--- src/serial_pkg.sv ---
// Overview of operation
// - two identical instances, same register behaviour
// - async mode: full duplex, separate pins
// - sync mode: half duplex, master or slave
// - pins serial only while port enable set
// - pin direction from enable and source bits
// - transmit nine bits when tx select set
// - receive nine bits when rx select set
// - single receive takes one byte in sync mode, self clears
// - dedicated 8-bit baud generator, both modes
// - divisor sets free-running timer reload period
// - generator clocks async and sync master only
// - rate fosc/64(x+1) async, fosc/4(x+1) sync
// - divisor write restarts baud timer at once
// - reset clears divisor register
package serial_pkg;
	// register indices as printed, byte address is four times
	localparam logic [7:0] RCV_STATUS_CONTROL_IDX = 8'h13;
	localparam logic [7:0] XMT_STATUS_CONTROL_IDX = 8'h15;
	localparam logic [7:0] BAUD_DIVISOR_IDX       = 8'h17;
	localparam logic [7:0] TX_DATA_IDX            = 8'h18;
	localparam logic [7:0] RX_DATA_IDX            = 8'h19;
	localparam logic [11:0] RCV_ADDR  = {2'h0, RCV_STATUS_CONTROL_IDX, 2'h0};
	localparam logic [11:0] XMT_ADDR  = {2'h0, XMT_STATUS_CONTROL_IDX, 2'h0};
	localparam logic [11:0] BAUD_ADDR = {2'h0, BAUD_DIVISOR_IDX, 2'h0};
	localparam logic [11:0] TXD_ADDR  = {2'h0, TX_DATA_IDX, 2'h0};
	localparam logic [11:0] RXD_ADDR  = {2'h0, RX_DATA_IDX, 2'h0};
	// receive status/control fields
	localparam int RC_PORT_EN       = 7;
	localparam int RC_RX_NINE       = 6;
	localparam int RC_SINGLE_RX     = 5;
	localparam int RC_CONT_RX       = 4;
	localparam int RC_FRAME_ERR     = 2;
	localparam int RC_OVERRUN       = 1;
	localparam int RC_RX_NINTH_DATA = 0;
	// transmit status/control fields
	localparam int TC_CLK_SRC       = 7;
	localparam int TC_TX_NINE       = 6;
	localparam int TC_TX_EN         = 5;
	localparam int TC_SYNC          = 4;
	localparam int TC_SHIFT_EMPTY   = 1;
	localparam int TC_TX_NINTH_DATA = 0;
	// reset values
	localparam logic [7:0] RCV_RESET  = 8'h00;
	localparam logic [7:0] XMT_RESET  = 8'h02;
	localparam logic [7:0] BAUD_RESET = 8'h00;
	// oversampling: async bit = 32 ticks, tick = fosc/2/(x+1)
	// sync master toggles its clock each tick, so a bit is fosc/4/(x+1)
	localparam int ASYNC_TICKS_PER_BIT = 32;
	localparam int FOSC_PER_TICK       = 2;
	localparam logic [1:0] TICK_PRESCALE = 2'(FOSC_PER_TICK - 1);
	localparam logic [4:0] ASYNC_LAST_TICK = 5'(ASYNC_TICKS_PER_BIT - 1);
	localparam logic [4:0] ASYNC_MID_TICK  = 5'(ASYNC_TICKS_PER_BIT / 2 - 1);
	// engine states
	typedef enum logic [1:0]
	{
		ST_IDLE  = 2'b00,
		ST_SHIFT = 2'b01,
		ST_STOP  = 2'b10
	} shift_state_e;
endpackage

--- src/baud_rate_generator.sv ---
`timescale 1ns/100ps
// divided tick source; tick every 2*(divisor+1) clocks
module baud_rate_generator
	import serial_pkg::*;
#(
	parameter int DIV_W = 8
)
(
	// clock and reset
	input  wire logic             pclk,
	input  wire logic             presetn,
	// control
	input  wire logic [DIV_W-1:0] divisor,
	input  wire logic             restart,
	// tick out
	output logic                  tick
);
	logic [1:0]       pre_q;   // fosc/2 prescale
	logic [DIV_W-1:0] cnt_q;   // reload timer

	// free-running reload timer, restart on divisor write
	always_ff @(posedge pclk or negedge presetn)
	begin
		if (!presetn)
		begin
			pre_q <= 2'h0;
			cnt_q <= '0;
			tick  <= 1'b0;
		end
		else if (restart)
		begin
			pre_q <= 2'h0;
			cnt_q <= '0;
			tick  <= 1'b0;
		end
		else
		begin
			tick  <= 1'b0;
			pre_q <= pre_q + 2'h1;
			if (pre_q == TICK_PRESCALE)
			begin
				// prescale wraps at its last count
				pre_q <= 2'h0;
				// reload period divisor+1
				if (cnt_q >= divisor)
				begin
					cnt_q <= '0;
					tick  <= 1'b1;
				end
				else
					cnt_q <= cnt_q + 1'b1;
			end
		end
	end
endmodule // baud_rate_generator

--- src/char_shifter.sv ---
`timescale 1ns/100ps
// shift register for 8 or 9 bit characters, lsb first
module char_shifter
(
	// clock and reset
	input  wire logic       pclk,
	input  wire logic       presetn,
	// control
	input  wire logic       load,
	input  wire logic [8:0] load_data,
	input  wire logic       shift,
	input  wire logic       shift_in,
	// state
	output logic [8:0]      data
);
	// load wins over shift; msb takes shift_in
	always_ff @(posedge pclk or negedge presetn)
	begin
		if (!presetn)
			data <= 9'h000;
		else if (load)
			data <= load_data;
		else if (shift)
			data <= {shift_in, data[8:1]};
	end
endmodule // char_shifter

--- src/usart_control_and_baud_gen.sv ---
// Local design decision: the APB register port.
`timescale 1ns/100ps
// one serial transceiver; instantiate twice for two ports
module usart_control_and_baud_gen
	import serial_pkg::*;
(
	// clock and reset
	input  wire logic        pclk,
	input  wire logic        presetn,
	// apb slave
	input  wire logic        psel,
	input  wire logic        penable,
	input  wire logic        pwrite,
	input  wire logic [11:0] paddr,
	input  wire logic [31:0] pwdata,
	output logic [31:0]      prdata,
	output logic             pready,
	output logic             pslverr,
	// rx_data_pin
	input  wire logic        rx_data_pin_i,
	output logic             rx_data_pin_o,
	output logic             rx_data_pin_oe,
	// tx_clock_pin
	input  wire logic        tx_clock_pin_i,
	output logic             tx_clock_pin_o,
	output logic             tx_clock_pin_oe,
	// status
	output logic             serial_active
);
	// control bits
	logic       serial_port_enable_q;
	logic       rx_ninth_bit_select_q;
	logic       single_receive_enable_q;
	logic       continuous_receive_enable_q;
	logic       clock_source_select_q;
	logic       tx_ninth_bit_select_q;
	logic       transmit_enable_q;
	logic       sync_mode_q;
	logic       tx_ninth_data_bit_q;
	logic [7:0] baud_divisor_q;
	// status
	logic       framing_error_flag_q;
	logic       overrun_error_flag_q;
	logic       rx_ninth_data_bit_q;
	logic [7:0] receive_buffer_q;
	logic       rx_full_q;
	logic       rx_frame_err_q;     // pending framing bit of buffered char
	logic [7:0] tx_hold_q;
	logic       tx_hold_full_q;
	// engines
	shift_state_e tx_st_q;
	shift_state_e rx_st_q;
	logic [3:0]   tx_bits_q;
	logic [3:0]   rx_bits_q;
	logic [4:0]   tx_sub_q;
	logic [4:0]   rx_sub_q;
	logic [8:0]   tx_sr;
	logic [8:0]   rx_sr;
	logic         tx_load;
	logic         tx_shift;
	logic         rx_shift;
	logic         tick;
	logic         baud_restart;
	logic         sclk_q;           // master clock level, idles low so the first edge samples
	logic         ext_clk_q;        // previous slave clock sample
	logic         clk_rise;         // sync sample edge
	logic         clk_fall;         // sync shift edge
	logic         receiving;
	logic         rx_done;
	logic         rx_stop_bad;
	// bus decode
	logic         wr_en;
	logic         rd_en;
	logic         hit;

	function automatic logic is_mapped(input logic [11:0] a);
		is_mapped = (a == RCV_ADDR) || (a == XMT_ADDR) || (a == BAUD_ADDR) ||
			(a == TXD_ADDR) || (a == RXD_ADDR);
	endfunction

	assign hit          = is_mapped(paddr);
	assign wr_en        = psel && penable && pwrite && hit;
	assign rd_en        = psel && penable && !pwrite && hit;
	assign baud_restart = wr_en && (paddr == BAUD_ADDR);
	// generator serves async and sync master only
	assign receiving    = continuous_receive_enable_q || single_receive_enable_q;

	// dedicated 8-bit generator
	baud_rate_generator #(.DIV_W(8)) u_baud_gen
	(
		.pclk    (pclk),
		.presetn (presetn),
		.divisor (baud_divisor_q),
		.restart (baud_restart),
		.tick    (tick)
	);

	// sync clock edges: own divided clock or peer clock
	always_comb
	begin
		if (clock_source_select_q)
		begin
			clk_rise = tick && !sclk_q;
			clk_fall = tick && sclk_q;
		end
		else
		begin
			clk_rise = tx_clock_pin_i && !ext_clk_q;
			clk_fall = !tx_clock_pin_i && ext_clk_q;
		end
	end

	// master clock: one tick per half period, fosc/4(x+1) per bit
	always_ff @(posedge pclk or negedge presetn)
	begin
		if (!presetn)
		begin
			sclk_q    <= 1'b0;
			ext_clk_q <= 1'b1;
		end
		else
		begin
			ext_clk_q <= tx_clock_pin_i;
			if (!sync_mode_q || !serial_port_enable_q || (tx_st_q == ST_IDLE && rx_st_q == ST_IDLE))
				sclk_q <= 1'b0;
			else if (tick && clock_source_select_q)
				sclk_q <= !sclk_q;
		end
	end

	// apb registers and software side effects
	always_ff @(posedge pclk or negedge presetn)
	begin
		if (!presetn)
		begin
			serial_port_enable_q        <= RCV_RESET[RC_PORT_EN];
			rx_ninth_bit_select_q       <= RCV_RESET[RC_RX_NINE];
			single_receive_enable_q     <= RCV_RESET[RC_SINGLE_RX];
			continuous_receive_enable_q <= RCV_RESET[RC_CONT_RX];
			clock_source_select_q       <= XMT_RESET[TC_CLK_SRC];
			tx_ninth_bit_select_q       <= XMT_RESET[TC_TX_NINE];
			transmit_enable_q           <= XMT_RESET[TC_TX_EN];
			sync_mode_q                 <= XMT_RESET[TC_SYNC];
			tx_ninth_data_bit_q         <= XMT_RESET[TC_TX_NINTH_DATA];
			baud_divisor_q              <= BAUD_RESET;
			tx_hold_q                   <= 8'h00;
			tx_hold_full_q              <= 1'b0;
		end
		else
		begin
			if (tx_load)
				tx_hold_full_q <= 1'b0;
			// single receive self clears after one byte; write below loses to done
			if (rx_done && sync_mode_q && !continuous_receive_enable_q)
				single_receive_enable_q <= 1'b0;
			if (wr_en)
			begin
				case (paddr)
					RCV_ADDR:
					begin
						serial_port_enable_q        <= pwdata[RC_PORT_EN];
						rx_ninth_bit_select_q       <= pwdata[RC_RX_NINE];
						continuous_receive_enable_q <= pwdata[RC_CONT_RX];
						if (!(rx_done && sync_mode_q))
							single_receive_enable_q <= pwdata[RC_SINGLE_RX];
					end
					XMT_ADDR:
					begin
						clock_source_select_q <= pwdata[TC_CLK_SRC];
						tx_ninth_bit_select_q <= pwdata[TC_TX_NINE];
						transmit_enable_q     <= pwdata[TC_TX_EN];
						sync_mode_q           <= pwdata[TC_SYNC];
						tx_ninth_data_bit_q   <= pwdata[TC_TX_NINTH_DATA];
					end
					BAUD_ADDR:
						baud_divisor_q <= pwdata[7:0];
					TXD_ADDR:
					begin
						tx_hold_q      <= pwdata[7:0];
						tx_hold_full_q <= 1'b1;
					end
					default:
						tx_hold_q <= tx_hold_q;
				endcase
			end
		end
	end

	// transmit engine
	assign tx_load  = (tx_st_q == ST_IDLE) && tx_hold_full_q && transmit_enable_q && serial_port_enable_q;
	assign tx_shift = (tx_st_q == ST_SHIFT) &&
		(sync_mode_q ? clk_fall : (tick && tx_sub_q == ASYNC_LAST_TICK));

	char_shifter u_tx_sr
	(
		.pclk      (pclk),
		.presetn   (presetn),
		.load      (tx_load),
		.load_data ({(tx_ninth_bit_select_q ? tx_ninth_data_bit_q : 1'b1), tx_hold_q}),
		.shift     (tx_shift),
		.shift_in  (1'b1),
		.data      (tx_sr)
	);

	always_ff @(posedge pclk or negedge presetn)
	begin
		if (!presetn)
		begin
			tx_st_q   <= ST_IDLE;
			tx_bits_q <= 4'h0;
			tx_sub_q  <= 5'h00;
		end
		else
		begin
			if (tick && !sync_mode_q)
				tx_sub_q <= tx_sub_q + 5'h01;
			case (tx_st_q)
				ST_IDLE:
					if (tx_load)
					begin
						tx_st_q   <= sync_mode_q ? ST_SHIFT : ST_STOP;
						// 9 or 8 data bits
						// async ends with the stop shift, sync has no stop bit
						tx_bits_q <= (tx_ninth_bit_select_q ? 4'h9 : 4'h8) - (sync_mode_q ? 4'h1 : 4'h0);
						tx_sub_q  <= 5'h00;
					end
				ST_STOP:
					// async start bit time
					if (tick && tx_sub_q == ASYNC_LAST_TICK)
						tx_st_q <= ST_SHIFT;
				ST_SHIFT:
					if (tx_shift)
					begin
						tx_bits_q <= tx_bits_q - 4'h1;
						if (tx_bits_q == 4'h0)
							tx_st_q <= ST_IDLE;
					end
				default:
					tx_st_q <= ST_IDLE;
			endcase
			if (!transmit_enable_q || !serial_port_enable_q)
				tx_st_q <= ST_IDLE;
		end
	end

	// receive engine
	assign rx_shift    = (rx_st_q == ST_SHIFT) &&
		(sync_mode_q ? clk_rise : (tick && rx_sub_q == ASYNC_MID_TICK));
	assign rx_done     = rx_shift && (rx_bits_q == 4'h1);
	assign rx_stop_bad = 1'b0;

	char_shifter u_rx_sr
	(
		.pclk      (pclk),
		.presetn   (presetn),
		.load      (rx_st_q == ST_IDLE),
		.load_data (9'h000),
		.shift     (rx_shift),
		.shift_in  (rx_data_pin_i),
		.data      (rx_sr)
	);

	always_ff @(posedge pclk or negedge presetn)
	begin
		if (!presetn)
		begin
			rx_st_q   <= ST_IDLE;
			rx_bits_q <= 4'h0;
			rx_sub_q  <= 5'h00;
		end
		else
		begin
			if (tick && !sync_mode_q)
				rx_sub_q <= rx_sub_q + 5'h01;
			case (rx_st_q)
				ST_IDLE:
					// async waits for start bit, sync starts at once
					if (receiving && serial_port_enable_q && (sync_mode_q || !rx_data_pin_i))
					begin
						rx_st_q   <= ST_SHIFT;
						// start bit plus data in async
						rx_bits_q <= (rx_ninth_bit_select_q ? 4'h9 : 4'h8) + (sync_mode_q ? 4'h0 : 4'h1);
						rx_sub_q  <= 5'h00;
					end
				ST_SHIFT:
					if (rx_shift)
					begin
						rx_bits_q <= rx_bits_q - 4'h1;
						if (rx_bits_q == 4'h1)
							rx_st_q <= sync_mode_q ? ST_IDLE : ST_STOP;
					end
				ST_STOP:
					if (tick && rx_sub_q == ASYNC_MID_TICK)
						rx_st_q <= ST_IDLE;
				default:
					rx_st_q <= ST_IDLE;
			endcase
			// continuous receive runs until cleared
			if (!receiving || !serial_port_enable_q)
				rx_st_q <= ST_IDLE;
		end
	end

	// receive buffer, overrun and framing
	always_ff @(posedge pclk or negedge presetn)
	begin
		if (!presetn)
		begin
			receive_buffer_q     <= 8'h00;
			rx_ninth_data_bit_q  <= 1'b0;
			rx_full_q            <= 1'b0;
			rx_frame_err_q       <= 1'b0;
			framing_error_flag_q <= 1'b0;
			overrun_error_flag_q <= 1'b0;
		end
		else
		begin
			if (rd_en && paddr == RXD_ADDR)
			begin
				rx_full_q            <= 1'b0;
				framing_error_flag_q <= rx_frame_err_q;
			end
			if (rx_st_q == ST_STOP && tick && rx_sub_q == ASYNC_MID_TICK)
			begin
				if (rx_full_q && !(rd_en && paddr == RXD_ADDR))
					overrun_error_flag_q <= 1'b1;
				else
				begin
					rx_full_q        <= 1'b1;
					receive_buffer_q <= rx_ninth_bit_select_q ? rx_sr[7:0] : rx_sr[8:1];
					rx_ninth_data_bit_q <= rx_ninth_bit_select_q & rx_sr[8];
					rx_frame_err_q   <= !rx_data_pin_i;
				end
			end
			else if (rx_done && sync_mode_q)
			begin
				rx_full_q        <= 1'b1;
				receive_buffer_q <= rx_ninth_bit_select_q ? rx_sr[8:1] : rx_data_pin_i ? {1'b1, rx_sr[8:2]} : {1'b0, rx_sr[8:2]};
				rx_ninth_data_bit_q <= rx_ninth_bit_select_q & rx_data_pin_i;
				rx_frame_err_q   <= rx_stop_bad;
			end
			// overrun stays until continuous receive cleared
			else if (!continuous_receive_enable_q)
				overrun_error_flag_q <= 1'b0;
		end
	end

	// pin drive and apb answer
	always_ff @(posedge pclk or negedge presetn)
	begin
		if (!presetn)
		begin
			rx_data_pin_o   <= 1'b1;
			rx_data_pin_oe  <= 1'b0;
			tx_clock_pin_o  <= 1'b1;
			tx_clock_pin_oe <= 1'b0;
			serial_active   <= 1'b0;
			prdata          <= 32'h0000_0000;
			pready          <= 1'b0;
			pslverr         <= 1'b0;
		end
		else
		begin
			serial_active <= serial_port_enable_q;
			if (!serial_port_enable_q)
			begin
				rx_data_pin_oe  <= 1'b0;
				tx_clock_pin_oe <= 1'b0;
			end
			else if (sync_mode_q)
			begin
				// data out while transmit enabled and not receiving, clock out only as master
				rx_data_pin_oe  <= transmit_enable_q && !receiving;
				rx_data_pin_o   <= (tx_st_q == ST_SHIFT) ? tx_sr[0] : 1'b1;
				tx_clock_pin_oe <= clock_source_select_q;
				tx_clock_pin_o  <= sclk_q;
			end
			else
			begin
				rx_data_pin_oe  <= 1'b0;
				tx_clock_pin_oe <= transmit_enable_q;
				tx_clock_pin_o  <= (tx_st_q == ST_STOP) ? 1'b0 : (tx_st_q == ST_SHIFT) ? tx_sr[0] : 1'b1;
			end
			// no wait state: ready in the first access cycle
			pready  <= psel && !penable;
			pslverr <= psel && !penable && !hit;
			prdata  <= 32'h0000_0000;
			if (psel && !penable && !pwrite)
			begin
				case (paddr)
					RCV_ADDR:  prdata <= {24'h0, serial_port_enable_q, rx_ninth_bit_select_q,
						single_receive_enable_q, continuous_receive_enable_q, 1'b0,
						framing_error_flag_q, overrun_error_flag_q, rx_ninth_data_bit_q};
					XMT_ADDR:  prdata <= {24'h0, clock_source_select_q, tx_ninth_bit_select_q,
						transmit_enable_q, sync_mode_q, 2'b00, (tx_st_q == ST_IDLE), tx_ninth_data_bit_q};
					BAUD_ADDR: prdata <= {24'h0, baud_divisor_q};
					RXD_ADDR:  prdata <= {24'h0, receive_buffer_q};
					default:   prdata <= 32'h0000_0000;
				endcase
			end
		end
	end
endmodule // usart_control_and_baud_gen

--- config.mk ---
export PLATFORM = sky130hd
export DESIGN_NAME = usart_control_and_baud_gen
export DESIGN_NICKNAME = d
export VERILOG_FILES = /design/src/serial_pkg.sv /design/src/baud_rate_generator.sv /design/src/char_shifter.sv /design/src/usart_control_and_baud_gen.sv
export SDC_FILE = /design/constraint.sdc
export NUM_CORES = 1
export LEC_CHECK = 0
export BUFFER_PORTS_ARGS = -buffer_cell sky130_fd_sc_hd__buf_2
export CAP_MARGIN = 40
export CELL_PAD_IN_SITES_DETAIL_PLACEMENT = 0
export CELL_PAD_IN_SITES_GLOBAL_PLACEMENT = 1
export CORE_ASPECT_RATIO = 0.5
export CORE_UTILIZATION = 47
export CTS_CLUSTER_SIZE = 25
export DETAILED_ROUTE_END_ITERATION = 10
export GPL_TIMING_DRIVEN = 0
export PLACE_DENSITY_LB_ADDON = 0.12
export SKIP_LAST_GASP = 1
export SLEW_MARGIN = 20
export SYNTH_ARGS = -nofsm -noshare
export SYNTH_HDL_FRONTEND = slang
export SYNTH_SLANG_ARGS = --single-unit
--- constraint.sdc ---
create_clock -name pclk -period 6.05 [get_ports pclk]
set_input_delay 1.5125 -clock pclk [delete_from_list [all_inputs] [get_ports pclk]]
set_output_delay 1.5125 -clock pclk [all_outputs]
set_load 0.01 [all_outputs]
==> results_dict.tcl <==
set metrics [dict create \
    status "finished clean" \
    start_util_pct 49.5 \
    leakage_nw 3.05 \
    ff_latch_area_mm2 0.00268 \
    r2r_cells 9 \
    cts_root_buf "clkbuf_16" \
    clock_skew_ns 0.00733 \
    grt.overflow.total 0 \
    coreArea_mm2 0.0112 \
    clock_sinks 107 \
    syn_area_mm2 0.00557 \
    r2r_setup_slack_ns 3.39 \
    place.gp.congestion 0.807 \
    synth.most_common_cell "dfrtp_1" \
    slew_headroom_pct 49.6 \
    row_count 27 \
    drive_gt1_share_pct 20.2 \
    ys_warn_count 0 \
    synth_common_cells "dfrtp_1 (104), nand2_1 (57), nor2_1 (45)" \
    fillers 1003 \
    synth_top_area_share_pct 46.7 \
    clockBufferDepth 2 \
    ys.flop_type "dfrtp_1" \
    synth_edf_count 0 \
    cp.arrival_ns 3.85 \
    insertion_delay_ns 0.35 \
    yosys-top-cells-area "dfrtp_1 (47%), ha_1 (4.0%), mux2_2 (4.0%)" \
    highest_layer "met4" \
    viasPerCell 5.26 \
    cts_resized 0 \
    hold_buffers 0 \
    setup-violations-final 0 \
    cts_buffers 9 \
    grt_max_degree 77 \
    diodes 0 \
    die_area_mm2 0.0123 \
    synth_top_family_by_area "simple AND/OR/NAND/NOR gates" \
    final_nets 697 \
    worstHoldStart "u_baud_gen.pre_q[0]$_DFF_PN0_" \
    io_pins 90 \
    cts_tree "done" \
    fp.dieW_um 156 \
    post_cts_buffers 0 \
    powerDensity_mw_per_mm2 231 \
    min_path_cells 1 \
    route.met3.wl_um 567 \
    max-vdd-ir-drop_uv 180 \
    drt_wl_total_mm 12.2 \
    routed-wl-met2_mm 5.19 \
    hp-class "flip-flop to flip-flop" \
    grt_antenna_before_repair 0 \
    max_freq_ghz 0.278 \
    hold_viol 0 \
    rsz0062_at_grt "no" \
    max_cap_viol_count 0 \
    worstSetupPathType "primary input to flip-flop" \
    final_util_pct 57.3 \
    die_h_um 79.0 \
    synth-compound-area-share_pct 11.5 \
    worst_setup_path_end_kind "flip-flop" \
    dpl.hpwl_mm 8.76 \
    grt_pass1_wl_mm 20.8 \
    period_minus_slack_ns 3.59 \
    async_flop_share_pct 100 \
    avgRoutedWirePerCell_um 15.4 \
    yosys.area_share.simple_pct 17.6 \
    ant_nets 0 \
    path_max_fanout 10 \
    syn_area_per_cell_um2 10.1 \
    vias 4166 \
    firstDrtPassIters 7 \
    multi_input_area_mm2 0.00260 \
    setup_tns_ns 0 \
    whs_endpoint "u_baud_gen.pre_q[0]$_DFF_PN0_" \
    yosysSeqAreaShare_pct 48.1 \
    start_kind "primary input" \
    drc 0 \
    r2r_start "rx_sub_q[0]$_DFF_PN0_" \
    first_global_vias 4054 \
    drtIter0Drc 276 \
    cts_htree_levels 3 \
    netlist_instances 552 \
    finalCritPeriodShare_pct 59.4 \
    cp_data_required_time_ns 6.31 \
    met1_length_mm 6.31 \
    yosys.area.top_type "dfrtp_1" \
    muxShareOfSynthArea_pct 10.2 \
    tightest_slew_ns 0.749 \
    ys_types 64 \
    grt_use_total_pct 21.9 \
    synth_xor_area_share_pct 1.73 \
    reg2reg_to "receive_buffer_q[1]$_DFFE_PN0P_" \
    synthAdderAreaFrac_pct 4.04 \
    layout-area-overhead-vs-synth_pct 15.7 \
    clk_pin_slew_ns 0.07 \
    slew_violations 0 \
    ys_seq_elements 107 \
    io_buffers 41 \
]
==> logic make-up after synthesis <==
family                     Yosys count
adders and majority gates           18
muxes                               50
and+or+nand+nor                    190
xor gates and xnor gates            11
other                                1
buffers and inverters               73
DFF                                107
AOI/OAI and AO/OA                  102
==> flip-flops by register name (all words and copies together), names as in the netlist, 4 cells and up <==
name and count:
rx_sub_q 5, u_rx_sr.data 9, tx_bits_q 4, tx_hold_q 8, baud_divisor_q 8, prdata 8, rx_bits_q 4, u_tx_sr.data 9
u_baud_gen.cnt_q 8, tx_sub_q 5, receive_buffer_q 8
==> per-stage QoR <==
stage / setup slack [ns] / power [mW] / area [um^2] / hold slack (ns) / instances
2_1_floorplan: 2.47 / 0.779 / 5660 / 0.379 / 575
3_3_place_gp: 2.09 / 0.813 / 6060 / 0.437 / 775
3_5_place_dp: 2.12 / 0.817 / 6090 / 0.445 / 776
4_1_cts: 2.46 / 1.50 / 6440 / 0.455 / 792
5_1_grt: 2.20 / 1.54 / 6440 / 0.479 / 792
6_report: 2.46 / 1.49 / 6440 / 0.454 / 792
==> critical path, cell delays in order <==
cell and delay, ns:
buf_2 0.09, or4_1 0.53, nor4_1 0.59, and4_1 0.30, clkbuf_1 0.34, buf_2 0.32
nand2_1 0.07, o21ai_0 0.09
==> routing by layer <==
| metal | vias to the layer above | track usage (%) |
|---|---|---|
| met1 | 2019 | 32.4 |
| met5 | - | 0 |
| met3 | 9 | 4.75 |
| li1 | 2050 | - |
| met2 | 88 | 32.7 |
| met4 | 0 | 4.61 |
==> cell type report <==
type                    instances  share of cell area, %
plain buffers                  50                   4.50
clock buffers                  10                   3.71
clock inverters                 6                   1.73
inverters                      23                   1.34
multi-input cells             395                   40.3
flip-flops and latches        107                   41.6
well taps                     159                   3.09
repair buffers                 42                   3.71
==> worst max path at each step <==
stage,startpoint,to,cells past startpoint
floorplan,paddr[10],tx_hold_q[0]$_DFFE_PN0P_,6
global placement,paddr[10],u_baud_gen.cnt_q[0]$_DFFE_PN0P_,7
detailed placement,paddr[10],u_baud_gen.cnt_q[0]$_DFFE_PN0P_,7
CTS,paddr[10],baud_divisor_q[5]$_DFFE_PN0P_,8
global route,paddr[10],baud_divisor_q[6]$_DFFE_PN0P_,8
finish,paddr[10],baud_divisor_q[6]$_DFFE_PN0P_,8
==> power by group <==
group | internal (mW) | switching [mW] | leakage [nW]
Sequential | 0.722 | 0.00717 | 1.35
Combinational | 0.0297 | 0.0432 | 1.53
Clock | 0.417 | 0.271 | 0.169
Total | 1.17 | 0.322 | 3.05
==> cells in the final DEF (no fill, tap or decap), drive strengths merged, types with 2 or more instances in the layout <==
cell type	n
nor2b	8
and2	3
a22oi	14
o21ai	37
o2111ai	2
nand3b	2
or3b	2
and4	2
nor3	16
xor2	6
conb	24
nor4b	2
nand2	57
nor4	7
bufinv	3
inv	24
nand2b	7
xnor2	5
clkbuf	29
or3	2
mux2i	22
mux2	28
ha	18
dfrtp	104
nor2	45
o311a	2
a211oi	5
a21boi	2
nand3	9
dfstp	3
nand4	6
nand4b	2
and3	7
or4	3
nor3b	6
o22ai	5
a21oi	20
buf	73
Note: power is estimated with default switching activity, not from simulation.
